$ cat src/clock_select_pkg.sv
// Constants and types shared by the CPU and peripheral clock selector
package clock_select_pkg;

    localparam int unsigned SYS_CLK_HZ       = 200_000_000;
    localparam int unsigned LOW_SPEED_HZ     = 240_000;
    localparam int unsigned LOW_SPEED_DIV    = SYS_CLK_HZ / LOW_SPEED_HZ;

    localparam int unsigned DIV_CODE_WIDTH   = 3;
    localparam logic [2:0]  DIV_CODE_MAX     = 3'h4;
    localparam logic [2:0]  DIV_CODE_RESET   = 3'h1;
    localparam int unsigned DIV_COUNT_WIDTH  = 5;

    localparam int unsigned SYNC_STAGES      = 2;
    localparam int unsigned PIN_COUNT        = 3;
    localparam int unsigned PIN_SUB_RES      = 0;
    localparam int unsigned PIN_SUB_EXT      = 1;
    localparam int unsigned PIN_MAIN_EXT     = 2;

    localparam int unsigned MAIN_MODE_CPU_HS_BIT  = 0;
    localparam int unsigned MAIN_MODE_SOURCE_BIT  = 2;
    localparam int unsigned MODE_SEL_GAIN_BIT     = 0;
    localparam int unsigned MODE_SEL_SUB_EN_BIT   = 4;
    localparam int unsigned MODE_SEL_SUB_EXT_BIT  = 5;
    localparam int unsigned MODE_SEL_MAIN_EN_BIT  = 6;
    localparam int unsigned MODE_SEL_MAIN_EXT_BIT = 7;
    localparam int unsigned PROC_DIV_LSB          = 0;
    localparam int unsigned PROC_SOURCE_BIT       = 4;
    localparam int unsigned PROC_SUB_STATUS_BIT   = 5;
    localparam int unsigned PROC_SUB_START_BIT    = 6;
    localparam int unsigned MAIN_MODE_STATUS_BIT  = 1;

    typedef enum logic [1:0] {
        SUB_PIN_PORT,
        SUB_PIN_RESONATOR,
        SUB_PIN_EXTERNAL
    } sub_pin_mode_type;

    typedef enum logic [1:0] {
        CPU_FROM_INTERNAL_HS,
        CPU_FROM_HIGHSPEED,
        CPU_FROM_SUB
    } cpu_source_type;

endpackage

$ cat src/low_speed_oscillator.sv
// Internal low-speed oscillator modelled as a tick divider off sys_clk
`timescale 1ns/1ps
module low_speed_oscillator
    import clock_select_pkg::*;
#(
    parameter int unsigned DIVIDE = LOW_SPEED_DIV
)(
    input  wire logic sys_clk,
    input  wire logic reset,
    input  wire logic run,
    output logic      tick
);
    localparam int unsigned CW = $clog2(DIVIDE);
    localparam logic [CW-1:0] LAST = CW'(DIVIDE - 1);

    logic [CW-1:0] count;

    always_ff @(posedge sys_clk)
    begin
        if (reset || !run)
            count <= '0;
        else if (count == LAST)
            count <= '0;
        else
            count <= count + CW'(1);
    end

    always_ff @(posedge sys_clk)
    begin
        if (reset)
            tick <= 1'b0;
        else
            tick <= run && (count == LAST);
    end
endmodule // low_speed_oscillator

$ cat src/cpu_peripheral_clock_selector.sv
// CPU and peripheral clock source selection, subsystem pins and low-speed oscillator
// How it works
// - Start 0, external select 1, enable 1: subsystem pins take external clock input.
// - CPU on subsystem gets subsystem clock halved for divider codes 000 to 100.
// - Two status flags report CPU source: sub, internal high-speed or high-speed.
// - Clearing subsystem enable with start 0 stops resonator and ignores external subsystem input.
// - STOP standby leaves the subsystem oscillator running until its enable clears.
// - Low-speed clock never reaches CPU; only watchdog and 8-bit timer.
// - Low-speed oscillator starts after reset at 240 kHz, clocking enabled watchdog.
// - Low-speed stop bit at 1 stops the low-speed oscillator.
// - Low-speed stop bit at 0 restarts the low-speed oscillator.
// - Option byte non-stoppable mode ignores the low-speed stop bit.
// - Main source select 0 gives internal high-speed to main and peripherals.
// - External main select picks resonator at 0, external input at 1.
// - CPU source select 1 runs CPU on subsystem; peripherals keep main choice.
// - After reset the CPU runs from internal high-speed with no writes.
// - Resonator start bit 1 forces subsystem resonator mode regardless of other bits.
`timescale 1ns/1ps
module cpu_peripheral_clock_selector
    import clock_select_pkg::*;
(
    input  wire logic                      sys_clk,
    input  wire logic                      reset,
    input  wire logic                      sub_resonator_start,
    input  wire logic                      sub_external_input_select,
    input  wire logic                      sub_oscillator_enable,
    input  wire logic                      cpu_source_is_sub,
    input  wire logic [DIV_CODE_WIDTH-1:0] cpu_divider_code,
    input  wire logic                      main_source_select,
    input  wire logic                      main_cpu_highspeed_select,
    input  wire logic                      main_external_input_select,
    input  wire logic                      main_oscillator_enable,
    input  wire logic                      high_freq_gain,
    input  wire logic                      main_oscillator_stop,
    input  wire logic                      low_speed_osc_stop,
    input  wire logic                      low_speed_stoppable,
    input  wire logic                      watchdog_enable,
    input  wire logic                      timer8_uses_low_speed,
    input  wire logic                      stop_mode,
    input  wire logic                      internal_hs_tick,
    input  wire logic                      main_resonator_tick,
    input  wire logic                      main_external_pin,
    input  wire logic                      sub_resonator_pin,
    input  wire logic                      sub_external_pin,
    output sub_pin_mode_type               sub_pin_mode,
    output logic                           sub_resonator_drive,
    output logic                           main_resonator_drive,
    output logic                           main_resonator_gain,
    output logic                           cpu_on_sub_status,
    output logic                           main_on_highspeed_status,
    output logic [DIV_CODE_WIDTH-1:0]      cpu_divider_active,
    output logic                           cpu_clock_tick,
    output logic                           peripheral_clock_tick,
    output logic                           low_speed_running,
    output logic                           watchdog_clock_tick,
    output logic                           timer8_clock_tick,
    output logic [7:0]                     processor_clock_control,
    output logic [7:0]                     main_clock_mode,
    output logic [7:0]                     clock_mode_select
);

    logic [PIN_COUNT-1:0]   pin_raw;
    logic [PIN_COUNT-1:0]   pin_edge;
    logic [PIN_COUNT-1:0]   pin_prev;
    sub_pin_mode_type       next_sub_pin_mode;
    cpu_source_type         cpu_source;
    logic                   sub_edge;
    logic                   sub_half;
    logic                   hs_available;
    logic                   hs_tick;
    logic                   main_sys_tick;
    logic                   periph_tick;
    logic [DIV_COUNT_WIDTH-1:0] div_count;
    logic [DIV_COUNT_WIDTH-1:0] div_last;
    logic                   ls_tick;

    assign pin_raw = {main_external_pin, sub_external_pin, sub_resonator_pin};

    // Two-stage synchroniser per pin; edge detect reads only the second stage
    genvar g;
    generate
        for (g = 0; g < PIN_COUNT; g++)
        begin : g_pin_sync
            logic [SYNC_STAGES-1:0] stage;
            always_ff @(posedge sys_clk)
            begin
                if (reset)
                begin
                    stage       <= '0;
                    pin_prev[g] <= 1'b0;
                end
                else
                begin
                    stage       <= {stage[SYNC_STAGES-2:0], pin_raw[g]};
                    pin_prev[g] <= stage[SYNC_STAGES-1];
                end
            end
            assign pin_edge[g] = stage[SYNC_STAGES-1] && !pin_prev[g];
        end
    endgenerate

    always_comb
    begin
        if (sub_resonator_start)
            next_sub_pin_mode = SUB_PIN_RESONATOR;
        else if (!sub_oscillator_enable)
            next_sub_pin_mode = SUB_PIN_PORT;
        else if (sub_external_input_select)
            next_sub_pin_mode = SUB_PIN_EXTERNAL;
        else
            next_sub_pin_mode = SUB_PIN_RESONATOR;
    end

    // Stop mode is deliberately absent: the subsystem keeps running in STOP
    always_ff @(posedge sys_clk)
    begin
        if (reset)
        begin
            sub_pin_mode        <= SUB_PIN_PORT;
            sub_resonator_drive <= 1'b0;
        end
        else
        begin
            sub_pin_mode        <= next_sub_pin_mode;
            sub_resonator_drive <= (next_sub_pin_mode == SUB_PIN_RESONATOR);
        end
    end

    always_comb
    begin
        case (sub_pin_mode)
            SUB_PIN_RESONATOR: sub_edge = pin_edge[PIN_SUB_RES];
            SUB_PIN_EXTERNAL:  sub_edge = pin_edge[PIN_SUB_EXT];
            default:           sub_edge = 1'b0;
        endcase
    end

    always_ff @(posedge sys_clk)
    begin
        if (reset)
            sub_half <= 1'b0;
        else if (sub_edge)
            sub_half <= !sub_half;
    end

    // High-speed system clock: resonator or external input
    assign hs_available = main_oscillator_enable && !main_oscillator_stop;
    assign hs_tick = hs_available && (main_external_input_select ?
                     pin_edge[PIN_MAIN_EXT] : main_resonator_tick);

    always_comb
    begin
        if (!main_source_select)
        begin
            main_sys_tick = internal_hs_tick;
            periph_tick   = internal_hs_tick;
        end
        else
        begin
            main_sys_tick = main_cpu_highspeed_select ? hs_tick : internal_hs_tick;
            periph_tick   = hs_tick;
        end
    end

    always_ff @(posedge sys_clk)
    begin
        if (reset)
            main_resonator_drive <= 1'b0;
        else
            main_resonator_drive <= hs_available && !main_external_input_select;
    end

    always_ff @(posedge sys_clk)
    begin
        if (reset)
            main_resonator_gain <= 1'b0;
        else
            main_resonator_gain <= high_freq_gain;
    end

    // A prohibited code is dropped so the CPU clock is never undefined
    always_ff @(posedge sys_clk)
    begin
        if (reset)
            cpu_divider_active <= DIV_CODE_RESET;
        else if (cpu_divider_code <= DIV_CODE_MAX)
            cpu_divider_active <= cpu_divider_code;
    end

    always_ff @(posedge sys_clk)
    begin
        if (reset)
            cpu_source <= CPU_FROM_INTERNAL_HS;
        else if (cpu_source_is_sub)
            cpu_source <= CPU_FROM_SUB;
        else if (main_source_select && main_cpu_highspeed_select)
            cpu_source <= CPU_FROM_HIGHSPEED;
        else
            cpu_source <= CPU_FROM_INTERNAL_HS;
    end

    assign cpu_on_sub_status        = (cpu_source == CPU_FROM_SUB);
    assign main_on_highspeed_status = (cpu_source == CPU_FROM_HIGHSPEED);

    assign div_last = DIV_COUNT_WIDTH'((1 << cpu_divider_active) - 1);

    always_ff @(posedge sys_clk)
    begin
        if (reset || cpu_source == CPU_FROM_SUB)
            div_count <= '0;
        else if (main_sys_tick)
            div_count <= (div_count >= div_last) ? '0 : div_count + DIV_COUNT_WIDTH'(1);
    end

    // Low-speed clock is never a CPU source
    always_ff @(posedge sys_clk)
    begin
        if (reset)
            cpu_clock_tick <= 1'b0;
        else if (stop_mode)
            cpu_clock_tick <= 1'b0;
        else if (cpu_source == CPU_FROM_SUB)
            cpu_clock_tick <= sub_edge && sub_half;
        else
            cpu_clock_tick <= main_sys_tick && (div_count >= div_last);
    end

    always_ff @(posedge sys_clk)
    begin
        if (reset)
            peripheral_clock_tick <= 1'b0;
        else
            peripheral_clock_tick <= periph_tick && !stop_mode;
    end

    always_ff @(posedge sys_clk)
    begin
        if (reset)
            low_speed_running <= 1'b1;
        else if (!low_speed_stoppable)
            low_speed_running <= 1'b1;
        else
            low_speed_running <= !low_speed_osc_stop;
    end

    low_speed_oscillator #(
        .DIVIDE (LOW_SPEED_DIV)
    ) u_low_speed (
        .sys_clk (sys_clk),
        .reset   (reset),
        .run     (low_speed_running),
        .tick    (ls_tick)
    );

    always_ff @(posedge sys_clk)
    begin
        if (reset)
        begin
            watchdog_clock_tick <= 1'b0;
            timer8_clock_tick   <= 1'b0;
        end
        else
        begin
            watchdog_clock_tick <= ls_tick && watchdog_enable;
            timer8_clock_tick   <= ls_tick && timer8_uses_low_speed;
        end
    end

    always_comb
    begin
        processor_clock_control = 8'h00;
        processor_clock_control[PROC_DIV_LSB +: DIV_CODE_WIDTH] = cpu_divider_active;
        processor_clock_control[PROC_SOURCE_BIT]     = cpu_source_is_sub;
        processor_clock_control[PROC_SUB_STATUS_BIT] = cpu_on_sub_status;
        processor_clock_control[PROC_SUB_START_BIT]  = sub_resonator_start;
        main_clock_mode = 8'h00;
        main_clock_mode[MAIN_MODE_CPU_HS_BIT] = main_cpu_highspeed_select;
        main_clock_mode[MAIN_MODE_STATUS_BIT] = main_on_highspeed_status;
        main_clock_mode[MAIN_MODE_SOURCE_BIT] = main_source_select;
        clock_mode_select = 8'h00;
        clock_mode_select[MODE_SEL_GAIN_BIT]     = high_freq_gain;
        clock_mode_select[MODE_SEL_SUB_EN_BIT]   = sub_oscillator_enable;
        clock_mode_select[MODE_SEL_SUB_EXT_BIT]  = sub_external_input_select;
        clock_mode_select[MODE_SEL_MAIN_EN_BIT]  = main_oscillator_enable;
        clock_mode_select[MODE_SEL_MAIN_EXT_BIT] = main_external_input_select;
    end
endmodule // cpu_peripheral_clock_selector

$ cat config.mk
export PLATFORM = sky130hd
export DESIGN_NAME = cpu_peripheral_clock_selector
export DESIGN_NICKNAME = d
export VERILOG_FILES = /design/src/clock_select_pkg.sv /design/src/low_speed_oscillator.sv /design/src/cpu_peripheral_clock_selector.sv
export SDC_FILE = /design/constraint.sdc
export NUM_CORES = 1
export LEC_CHECK = 0
export BUFFER_PORTS_ARGS = -buffer_cell sky130_fd_sc_hd__buf_2
export CAP_MARGIN = 20
export CORE_ASPECT_RATIO = 1.75
export CORE_MARGIN = 1
export CORE_UTILIZATION = 31
export CTS_CLUSTER_DIAMETER = 60
export DETAILED_ROUTE_END_ITERATION = 10
export PLACE_DENSITY = 0.5
export SETUP_SLACK_MARGIN = 0.2
export SLEW_MARGIN = 20
export SYNTH_ARGS = -nofsm -noshare
export SYNTH_HDL_FRONTEND = slang
export SYNTH_SLANG_ARGS = --single-unit
$ cat constraint.sdc
create_clock -name sys_clk -period 5.2 [get_ports sys_clk]
set_input_delay 0.26 -clock sys_clk [delete_from_list [all_inputs] [get_ports sys_clk]]
set_output_delay 0.26 -clock sys_clk [all_outputs]
set_load 0.005 [all_outputs]
After elaboration in Yosys (flattened, before gate mapping)
Cells that the tools add are included.
Storage, ports and cells
  bits in latches: 0
  ROM bits: 0
  input port bits: 25
  memory bits (writable): 0
  logic and storage cells: 75
  register bits: 41
  memories kept: 0
Operators by class
  reduce and logical (&&, ||, !) cells: 28
  muxes and demuxes: 12
  magnitude comparators: 2
  div/mod/pow operators: 0
  $mul: 0
  equality and inequality tests: 6
  bitwise gates (word level): 1
  $add $sub $neg: 3
  shift operators: 1
Operators with widths (count)
  logical AND 1 bit: 13
  adder 10 x 1 -> 10 bit (second input constant): 1
  equality test 10 bit (second input constant): 1
  logical NOT 1 bit: 9
  2-to-1 mux 2 bit: 4
  OR reduction 2 bit: 4
  equality test 2 x 1 -> 1 bit (second input constant): 3
  2-to-1 mux 1 bit: 6
  adder 5 x 1 -> 5 bit (second input constant): 1
  greater-or-equal comparator 5 bit: 1
  2-to-1 mux 5 bit: 1
  left shift 1 x 3 -> 5 bit (first input constant): 1
  subtractor 5 x 2 -> 5 bit (second input constant): 1
  equality test 2 bit (second input constant): 2
  less-or-equal comparator 3 bit (second input constant): 1
  logical OR 1 bit: 2
  one-hot mux 1 bit (2 select lines): 1
  inverter 1 bit: 1

Longest topological paths before layout
Gate-level depths: netlist of run 1.
  depth in word-level cells: 8
  mapped depth: 7
  depth with buffers taken out: 7

Modules after synthesis
From an unflattened synthesis of run 1, not the netlist that was laid out.
Unflattened totals
  cell total of the unflattened synthesis: 203
  area, all modules: 1861.8 um^2
By module, submodules not included
  cpu_peripheral_clock_selector: times used 1, cells an instance 147, area an instance 1376.3 um^2, sequential area each 600.6 um^2
  low_speed_oscillator: times used 1, cells an instance 56, area an instance 485.5 um^2, sequential area each 220.2 um^2

Worst setup path before layout of run 1
No wires, ideal clock.
  kind: register to register
  from: reg cpu_divider_active[0]
  to: reg div_count[4]
  data required time: 5126 ps
  path buffers: 0
  arrival time: 2082 ps
  slack: 3044 ps
  clock period less this slack: 2156 ps
  cell stages (with the launch flop): 8
  cell sequence: dfxtp_1 or3_1 ha_1 nor2b_1 o21ai_0 a31oi_1 or4b_1 a31oi_1
On the way
  word-level cells in the longest chain between the ends: 4
Ends and longest elaborated chain
  start: declaration: line cpu_peripheral_clock_selector.sv:51  | output logic [DIV_CODE_WIDTH-1:0] cpu_divider_active,
  start signal: assignment: line cpu_peripheral_clock_selector.sv:187  | cpu_divider_active <= cpu_divider_code;
  left shift 1 x 3 -> 5 bit: line cpu_peripheral_clock_selector.sv:205  | assign div_last = DIV_COUNT_WIDTH'((1 << cpu_divider_active) - 1);
  subtractor 5 x 2 -> 5 bit: line cpu_peripheral_clock_selector.sv:205
  greater-or-equal comparator 5 bit: line cpu_peripheral_clock_selector.sv:212  | div_count <= (div_count >= div_last) ? '0 : div_count + DIV_COUNT_WIDTH'(1);
  2-to-1 mux 5 bit: line cpu_peripheral_clock_selector.sv:212
  end signal: assignment: line cpu_peripheral_clock_selector.sv:212
  end: declaration: line cpu_peripheral_clock_selector.sv:73  | logic [DIV_COUNT_WIDTH-1:0] div_count;
Every way passes these cells.
A chain may end at the register's enable or synchronous reset.

Worst setup path in the final report of run 1
Same ends and word-level chain as after synthesis.

==> results of run 1 <==
worst max-delay path: cells and delay by family (launching register included):
family	cells	cell delay [ns]
AO/OA/AOI/OAI	3	0.69
adder cells (fa/ha/maj)	1	0.28
flip-flops	1	0.36
AND/OR/NAND/NOR	3	0.96
final timing paths:
path                                            from                           endpoint  slack, ns  cells past startpoint
setup / recovery  cpu_divider_active[0]$_SDFFE_PP1P_          div_count[4]$_SDFFE_PP0N_       2.84                      7
hold / removal                   sub_resonator_start         sub_pin_mode[1]$_SDFF_PP0_       0.15                      2
setup reg to reg  cpu_divider_active[0]$_SDFFE_PP1P_          div_count[4]$_SDFFE_PP0N_       2.84                      7
hold reg to reg    g_pin_sync[0].stage[0]$_SDFF_PP0_  g_pin_sync[0].stage[1]$_SDFF_PP0_       0.44                      1
registers in the layout, summed over array words and instances (netlist names), 2 cells and up:
signal and cells:
u_low_speed.count 10, g_pin_sync.stage 6, div_count 5, cpu_divider_active 3, pin_prev 3, cpu_source 2
sub_pin_mode 2
cells in the final DEF, fill, tap and decap left out, drive strengths merged, types with 2 or more instances in the layout:
master | netlist | final
clkinv | 0 | 2
nand4 | 2 | 2
o21ai | 3 | 3
a31oi | 3 | 3
conb | 1 | 10
nand3 | 7 | 7
xor2 | 6 | 6
xnor2 | 3 | 3
nand2 | 13 | 13
ha | 10 | 10
and2b | 2 | 2
a211oi | 3 | 3
nor2 | 17 | 17
and2 | 2 | 2
clkbuf | 3 | 5
nor2b | 16 | 16
nand3b | 6 | 6
or3 | 2 | 2
inv | 8 | 8
dfxtp | 41 | 41
buf | 25 | 53
a21oi | 10 | 10
nor3 | 3 | 3
nor3b | 3 | 3
and3b | 4 | 4
final cells by class:
type,count,area (um2)
fillers,652,3711
multi-input cells,136,868.3
flip-flops and latches,41,820.8
repair buffers,53,265.3
well taps,78,97.59
clock buffers,5,68.82
inverters,8,30.03
clock inverters,3,17.52
cells by family (layout without fill, tap and decap cells):
family,Yosys count,in the layout,synth area share
AOI/OAI and AO/OA,23,23,0.07886
adders and majority gates,10,10,0.06627
and+or+nand+nor,84,84,0.2532
DFF,41,41,0.4347
xor gates and xnor gates,9,9,0.04175
other,1,10,0.001986
buffers and inverters,36,69,0.1233
stage by stage:
| step | hold WS [ns] | total power, W |
|---|---|---|
| 2_1_floorplan | 0.3246 | 0.0003878 |
| 3_3_place_gp | 0.4270 | 0.0004023 |
| 6_report | 0.1479 | 0.0005958 |
| 5_1_grt | 0.1309 | 0.0006324 |
| 3_5_place_dp | 0.4273 | 0.0004028 |
| 4_1_cts | 0.1305 | 0.0006091 |
layer usage:
layer / up-vias / global-route usage / routed length [um]
met2: 28 / 0.2057 / 1796
met3: 5 / 0.03067 / 117
met1: 633 / 0.1124 / 1331
met4: 0 / 0.04545 / 54
li1: 732 / - / -
met5: - / 0 / 0
power by group through the flow:
stage / clock network (W) / logic [W] / registers [W]
finish: 0.000202 / 0.0000623 / 0.000331
floorplan: 0 / 0.0000500 / 0.000338
global route: 0.000226 / 0.0000727 / 0.000333
CTS: 0.000213 / 0.0000641 / 0.000331
global placement: 0 / 0.0000640 / 0.000338
detailed placement: 0 / 0.0000640 / 0.000339
==> results.md, run 1 <==
* Starting DRT DRC Count at 47
* Power Internal at 0.0004466 W
* Worst Slack Setup Final at 2.844 ns
* Die Wd at 61.00 um
* Clock network power share at 0.340
* Post-synth top area share at 0.4347
* Crit-path cells: or3_1 > ha_1 > nor2b_1 > o21ai_0 > a31oi_1 > or4b_1 > a31oi_1
* Maximum vdd drop at 0.0001499 V
* Top_reg_cell synth: dfxtp_1
* Worst setup EP type: flip-flop
* IO Count at 64
* Final Util at 0.3688
* CTS tree: done
* RSZ-0062 raised after global routing: no
* PD cells at 274.8 nW/um2
* Crit share post-route at 0.4531
* Synth Register Bits at 41
* Non-Filler Instances at 324
* Antenna-violating nets left at 0
* CTS sink count at 41
* Slew Limit Fails at 0
* Worst Hold Class: input port to flip-flop
* Max-cap violations at 0
* Port bufs at 53
* Status: complete, no violations
* GRT Total Usage at 0.1122
* Most frequent cell after synthesis: dfxtp_1
* # diodes at 0
* Die area at 6419 um2
* Post-synthesis sequential area ratio at 0.4347
* Gate power share at 0.105
* Synth top area cells: dfxtp_1, buf_4, ha_1
* Peak Freq at 0.4244 GHz
* Top cells by count, synth: dfxtp_1, buf_4, nor2_1, nor2b_1, nand2_1
* Routed via count at 1,398
* Yosys Warn Count at 0
* Layout cell share with drive strength beyond 1 at 0.2683
* Final global-route overflow total at 0
* Core area at 5879 um2
* Cell taking the most area after synthesis: dfxtp_1
* Placed cell area at 2082 um2
* Sw Ratio at 0.2505
* Wire per inst at 10.18 um
* Die H at 105.2 um
* Mapped Area at 1888 um2
* Post-synthesis cell type count at 39
* DRC viols at 0
* Seq pwr share at 0.556
* Post-Route WL at 3299 um
* Worst path arrival time at 2.58 ns
* Post-synth EDFFs at 0
* Initial DRT Pass Iterations at 4
* CP max FO at 8
* Clock Pin Slew Worst Setup and Hold Paths at 0.08 ns
* PostCTS Resize Cnt at 0
* Synthesized area per cell at 9.255 um2
* First-pass GRT wire length at 5444 um
* Mapped Cells at 204
* CP required at 5.42 ns
* Worst path max stage delay at 0.48 ns
* Worst clock skew at 0.008170 ns
* CTS Buf Count at 5
* CP Launch Type: flip-flop
* Starting Density at 0.3211
* Area Overhead vs Synth at 14.84%
* Placed cell count at 316
* Largest net degree at the start of global routing at 29
* Initial antenna violation count at 0
* Crit-path slowest cell: or4b_1
* Final non-filler cell area at 2168 um2
* Number of global-route vias before repair at 1,357
* DP Worst Slack at 2.836 ns
* Setup_tns at 0 ns
* Async set or reset register ratio after synthesis at 0
* Rel. slew slack at 0.6242
* Hold buffer count at CTS at 0
* Post-CTS setup buffer count at 0
* Post-DP HPWL at 2538 um
* RePlAce Congestion at 0.7803
* H-tree levels at 2
* Final setup fails at 0
* Vias/cell at 4.315
* Row count at 37
* Hold Violations, Final at 0
* Root buffer cell: clkbuf_8
* Setup CP Type: flip-flop to flip-flop
* Pleak at 0.9636 nW
* Psw at 0.0001492 W
* CTS max path bufs at 2
* Worst slew pin tran at 0.5611 ns
* Min Clock Period, post-route at 2.356 ns
* Skew-Pair Late Insertion Delay at 0.29 ns
* Nets@finish at 280
* CP dominant cell by count: a31oi_1
Power figures use the tool's default switching activity.
==> inputs of run 2 (changes only) <==
==> constraint.sdc (replaced) <==
create_clock -name sys_clk -period 2.5 [get_ports sys_clk]
set_input_delay 0.125 -clock sys_clk [delete_from_list [all_inputs] [get_ports sys_clk]]
set_output_delay 0.125 -clock sys_clk [all_outputs]
set_load 0.005 [all_outputs]
==> results.md, run 2 (synthesized netlist as in run 1, its figures left out) <==
* CTS sink count at 41 (unchanged)
* Worst path max stage delay at 0.38 ns (was 0.48 ns)
* Worst path arrival time at 2.31 ns (was 2.58 ns)
* # diodes at 0 (unchanged)
* Multi-input logic area at 868.3 um2 (unchanged)
* Max reg flops at 10 (unchanged)
* Vias/cell at 4.388 (was 4.315)
* CTS Buf Count at 5 (unchanged)
* CP required at 2.71 ns (was 5.42 ns)
* Routed via count at 1,435 (was 1,398)
* Setup_tns at 0 ns (unchanged)
* Final Util at 0.3786 (was 0.3688)
* Root buffer cell: clkbuf_8 (unchanged)
* CP Launch Type: flip-flop (unchanged)
* Slew Limit Fails at 0 (unchanged)
* Commonest non-fill, non-tap cells in the layout: buf_2, dfxtp_1, nor2_1 (unchanged)
* Row count at 37 (unchanged)
* Worst setup EP type: flip-flop (unchanged)
* H-tree levels at 2 (unchanged)
* Layout cell share with drive strength beyond 1 at 0.2651 (was 0.2683)
* Core area at 5879 um2 (unchanged)
* DRC viols at 0 (unchanged)
* Skew-Pair Late Insertion Delay at 0.29 ns (about the same)
* PostCTS Resize Cnt at 0 (unchanged)
* Psw at 0.0003002 W (was 0.0001492 W)
* PD cells at 614.7 nW/um2 (was 274.8 nW/um2)
* Number of global-route vias before repair at 1,357 (unchanged)
* Wire per inst at 10.21 um (was 10.18 um)
* IO Count at 64 (unchanged)
* Peak Freq at 0.4777 GHz (was 0.4244 GHz)
* Initial DRT Pass Iterations at 4 (unchanged)
* GRT Total Usage at 0.1149 (was 0.1122)
* Sw Ratio at 0.2194 (was 0.2505)
* Most common cell after layout, fill and taps aside: buf_2 (unchanged)
* Global Route met1 Usage at 0.1155 (was 0.1124)
* M2 GR Usage at 0.2127 (was 0.2057)
* CTS max path bufs at 2 (unchanged)
* Initial antenna violation count at 0 (unchanged)
* Die Wd at 61.00 um (unchanged)
* Starting DRT DRC Count at 26 (was 47)
* Final setup fails at 0 (unchanged)
* Hold Violations, Final at 0 (unchanged)
* Placed cell count at 317 (was 316)
* Antenna-violating nets left at 0 (unchanged)
* CP dominant cell by count: or3_1 (was a31oi_1)
* Die H at 105.2 um (unchanged)
* GRT Max-Usage Layer: met2 (unchanged)
* Largest regs: u_low_speed.count (10), g_pin_sync.stage (6), div_count (5) (unchanged)
* Largest net degree at the start of global routing at 29 (unchanged)
* Clock network power share at 0.396 (was 0.340)
* Final global-route overflow total at 0 (unchanged)
* Crit-path cells: or3_1 > ha_1 > nor2b_1 > o21ai_0 > a31oi_1 > buf_4 > or3_1 > a211oi_2 (was or3_1 > ha_1 > nor2b_1 > o21ai_0 > a31oi_1 > or4b_1 > a31oi_1)
* Pleak at 0.9910 nW (was 0.9636 nW)
* Met3 usage at 0.02209 (was 0.03067)
* CP max FO at 7 (was 8)
* RSZ-0062 raised after global routing: no (unchanged)
* Power Internal at 0.001068 W (was 0.0004466 W)
* Worst Hold Class: input port to flip-flop (unchanged)
* Status: complete, no violations (unchanged)
* Maximum vdd drop at 0.0003765 V (was 0.0001499 V)
* CTS tree: done (unchanged)
* Setup CP Type: flip-flop to flip-flop (unchanged)
* First-pass GRT wire length at 5561 um (was 5444 um)
* Crit-path slowest cell: or3_1 (was or4b_1)
* Non-Filler Instances at 327 (was 324)
* Port bufs at 53 (unchanged)
* Min Clock Period, post-route at 2.093 ns (was 2.356 ns)
* Max-cap violations at 0 (unchanged)
* Nets@finish at 283 (was 280)
* Register Area at 820.8 um2 (unchanged)
* Top reg by flops: u_low_speed.count (unchanged)
* CP Buf/Inv Count at 1 (was 0)
* Fillers at 661 (was 652)
* Gate power share at 0.101 (was 0.105)
* RePlAce Congestion at 0.7383 (was 0.7803)
* Starting Density at 0.3211 (unchanged)
* Crit-path leading delay family: simple AND/OR/NAND/NOR gates (unchanged)
* Post-Route WL at 3340 um (was 3299 um)
* Worst clock skew at 0.007076 ns (was 0.008170 ns)
* Seq pwr share at 0.503 (was 0.556)
* Area Overhead vs Synth at 17.89% (was 14.84%)
* Die area at 6419 um2 (unchanged)
* Crit share post-route at 0.8373 (was 0.4531)
* Clock Pin Slew Worst Setup and Hold Paths at 0.08 ns (about the same)
* Post-DP HPWL at 2586 um (was 2538 um)
## run 2: cell type report
cell class	count	share of cell area
clock buffers	7	0.03879
clock inverters	1	0.01349
inverters	8	0.01349
multi-input cells	136	0.3901
flip-flops and latches	41	0.3687
well taps	78	0.04384
repair buffers	56	0.1315
## run 2: final timing paths
path | start | endpoint | slack, ns | depth (start not counted)
setup / recovery | cpu_divider_active[0]$_SDFFE_PP1P_ | cpu_clock_tick$_SDFF_PP0_ | 0.41 | 8
hold / removal | low_speed_osc_stop | low_speed_running$_SDFF_PP1_ | 0.02 | 2
setup reg to reg | cpu_divider_active[0]$_SDFFE_PP1P_ | cpu_clock_tick$_SDFF_PP0_ | 0.41 | 8
hold reg to reg | g_pin_sync[0].stage[0]$_SDFF_PP0_ | g_pin_sync[0].stage[1]$_SDFF_PP0_ | 0.44 | 1
## run 2: timing repair
item	in CTS	in global routing
hold buffers	2	0
endpoints found under the hold margin	2	0
setup buffers	0	0
## run 2: power groups by stage
stage                     clock network [W]  logic [W]  registers (W)
after floorplan                           0   0.000104       0.000703
after global placement                    0   0.000138       0.000704
after detailed placement                  0   0.000139       0.000705
after CTS                          0.000573   0.000142       0.000689
after global routing               0.000598   0.000161       0.000693
final                              0.000541   0.000138       0.000689
## run 2: worst register-to-register path, cell delays in order (launching register included)
cell and delay (ns):
dfxtp_1 0.35, or3_1 0.38, ha_1 0.28, nor2b_1 0.04, o21ai_0 0.15, a31oi_1 0.12
buf_4 0.17, or3_1 0.32, a211oi_2 0.21
## run 2: stage by stage
step,instance area (um2),power [W],worst slack [ns],hold slack [ns]
3_3_place_gp,2090,0.0008418,0.4430,0.3143
6_report,2226,0.001368,0.4066,0.02483
3_5_place_dp,2090,0.0008438,0.4088,0.3188
4_1_cts,2226,0.001404,0.3777,0.009333
2_1_floorplan,1922,0.0008066,0.3439,0.1896
5_1_grt,2226,0.001452,0.3011,0.02663
## run 2: routing by layer
| layer | vias up | wire, um |
|---|---|---|
| met4 | 0 | 42 |
| li1 | 737 | - |
| met5 | - | 0 |
| met2 | 27 | 1877 |
| met3 | 5 | 93 |
| met1 | 666 | 1327 |
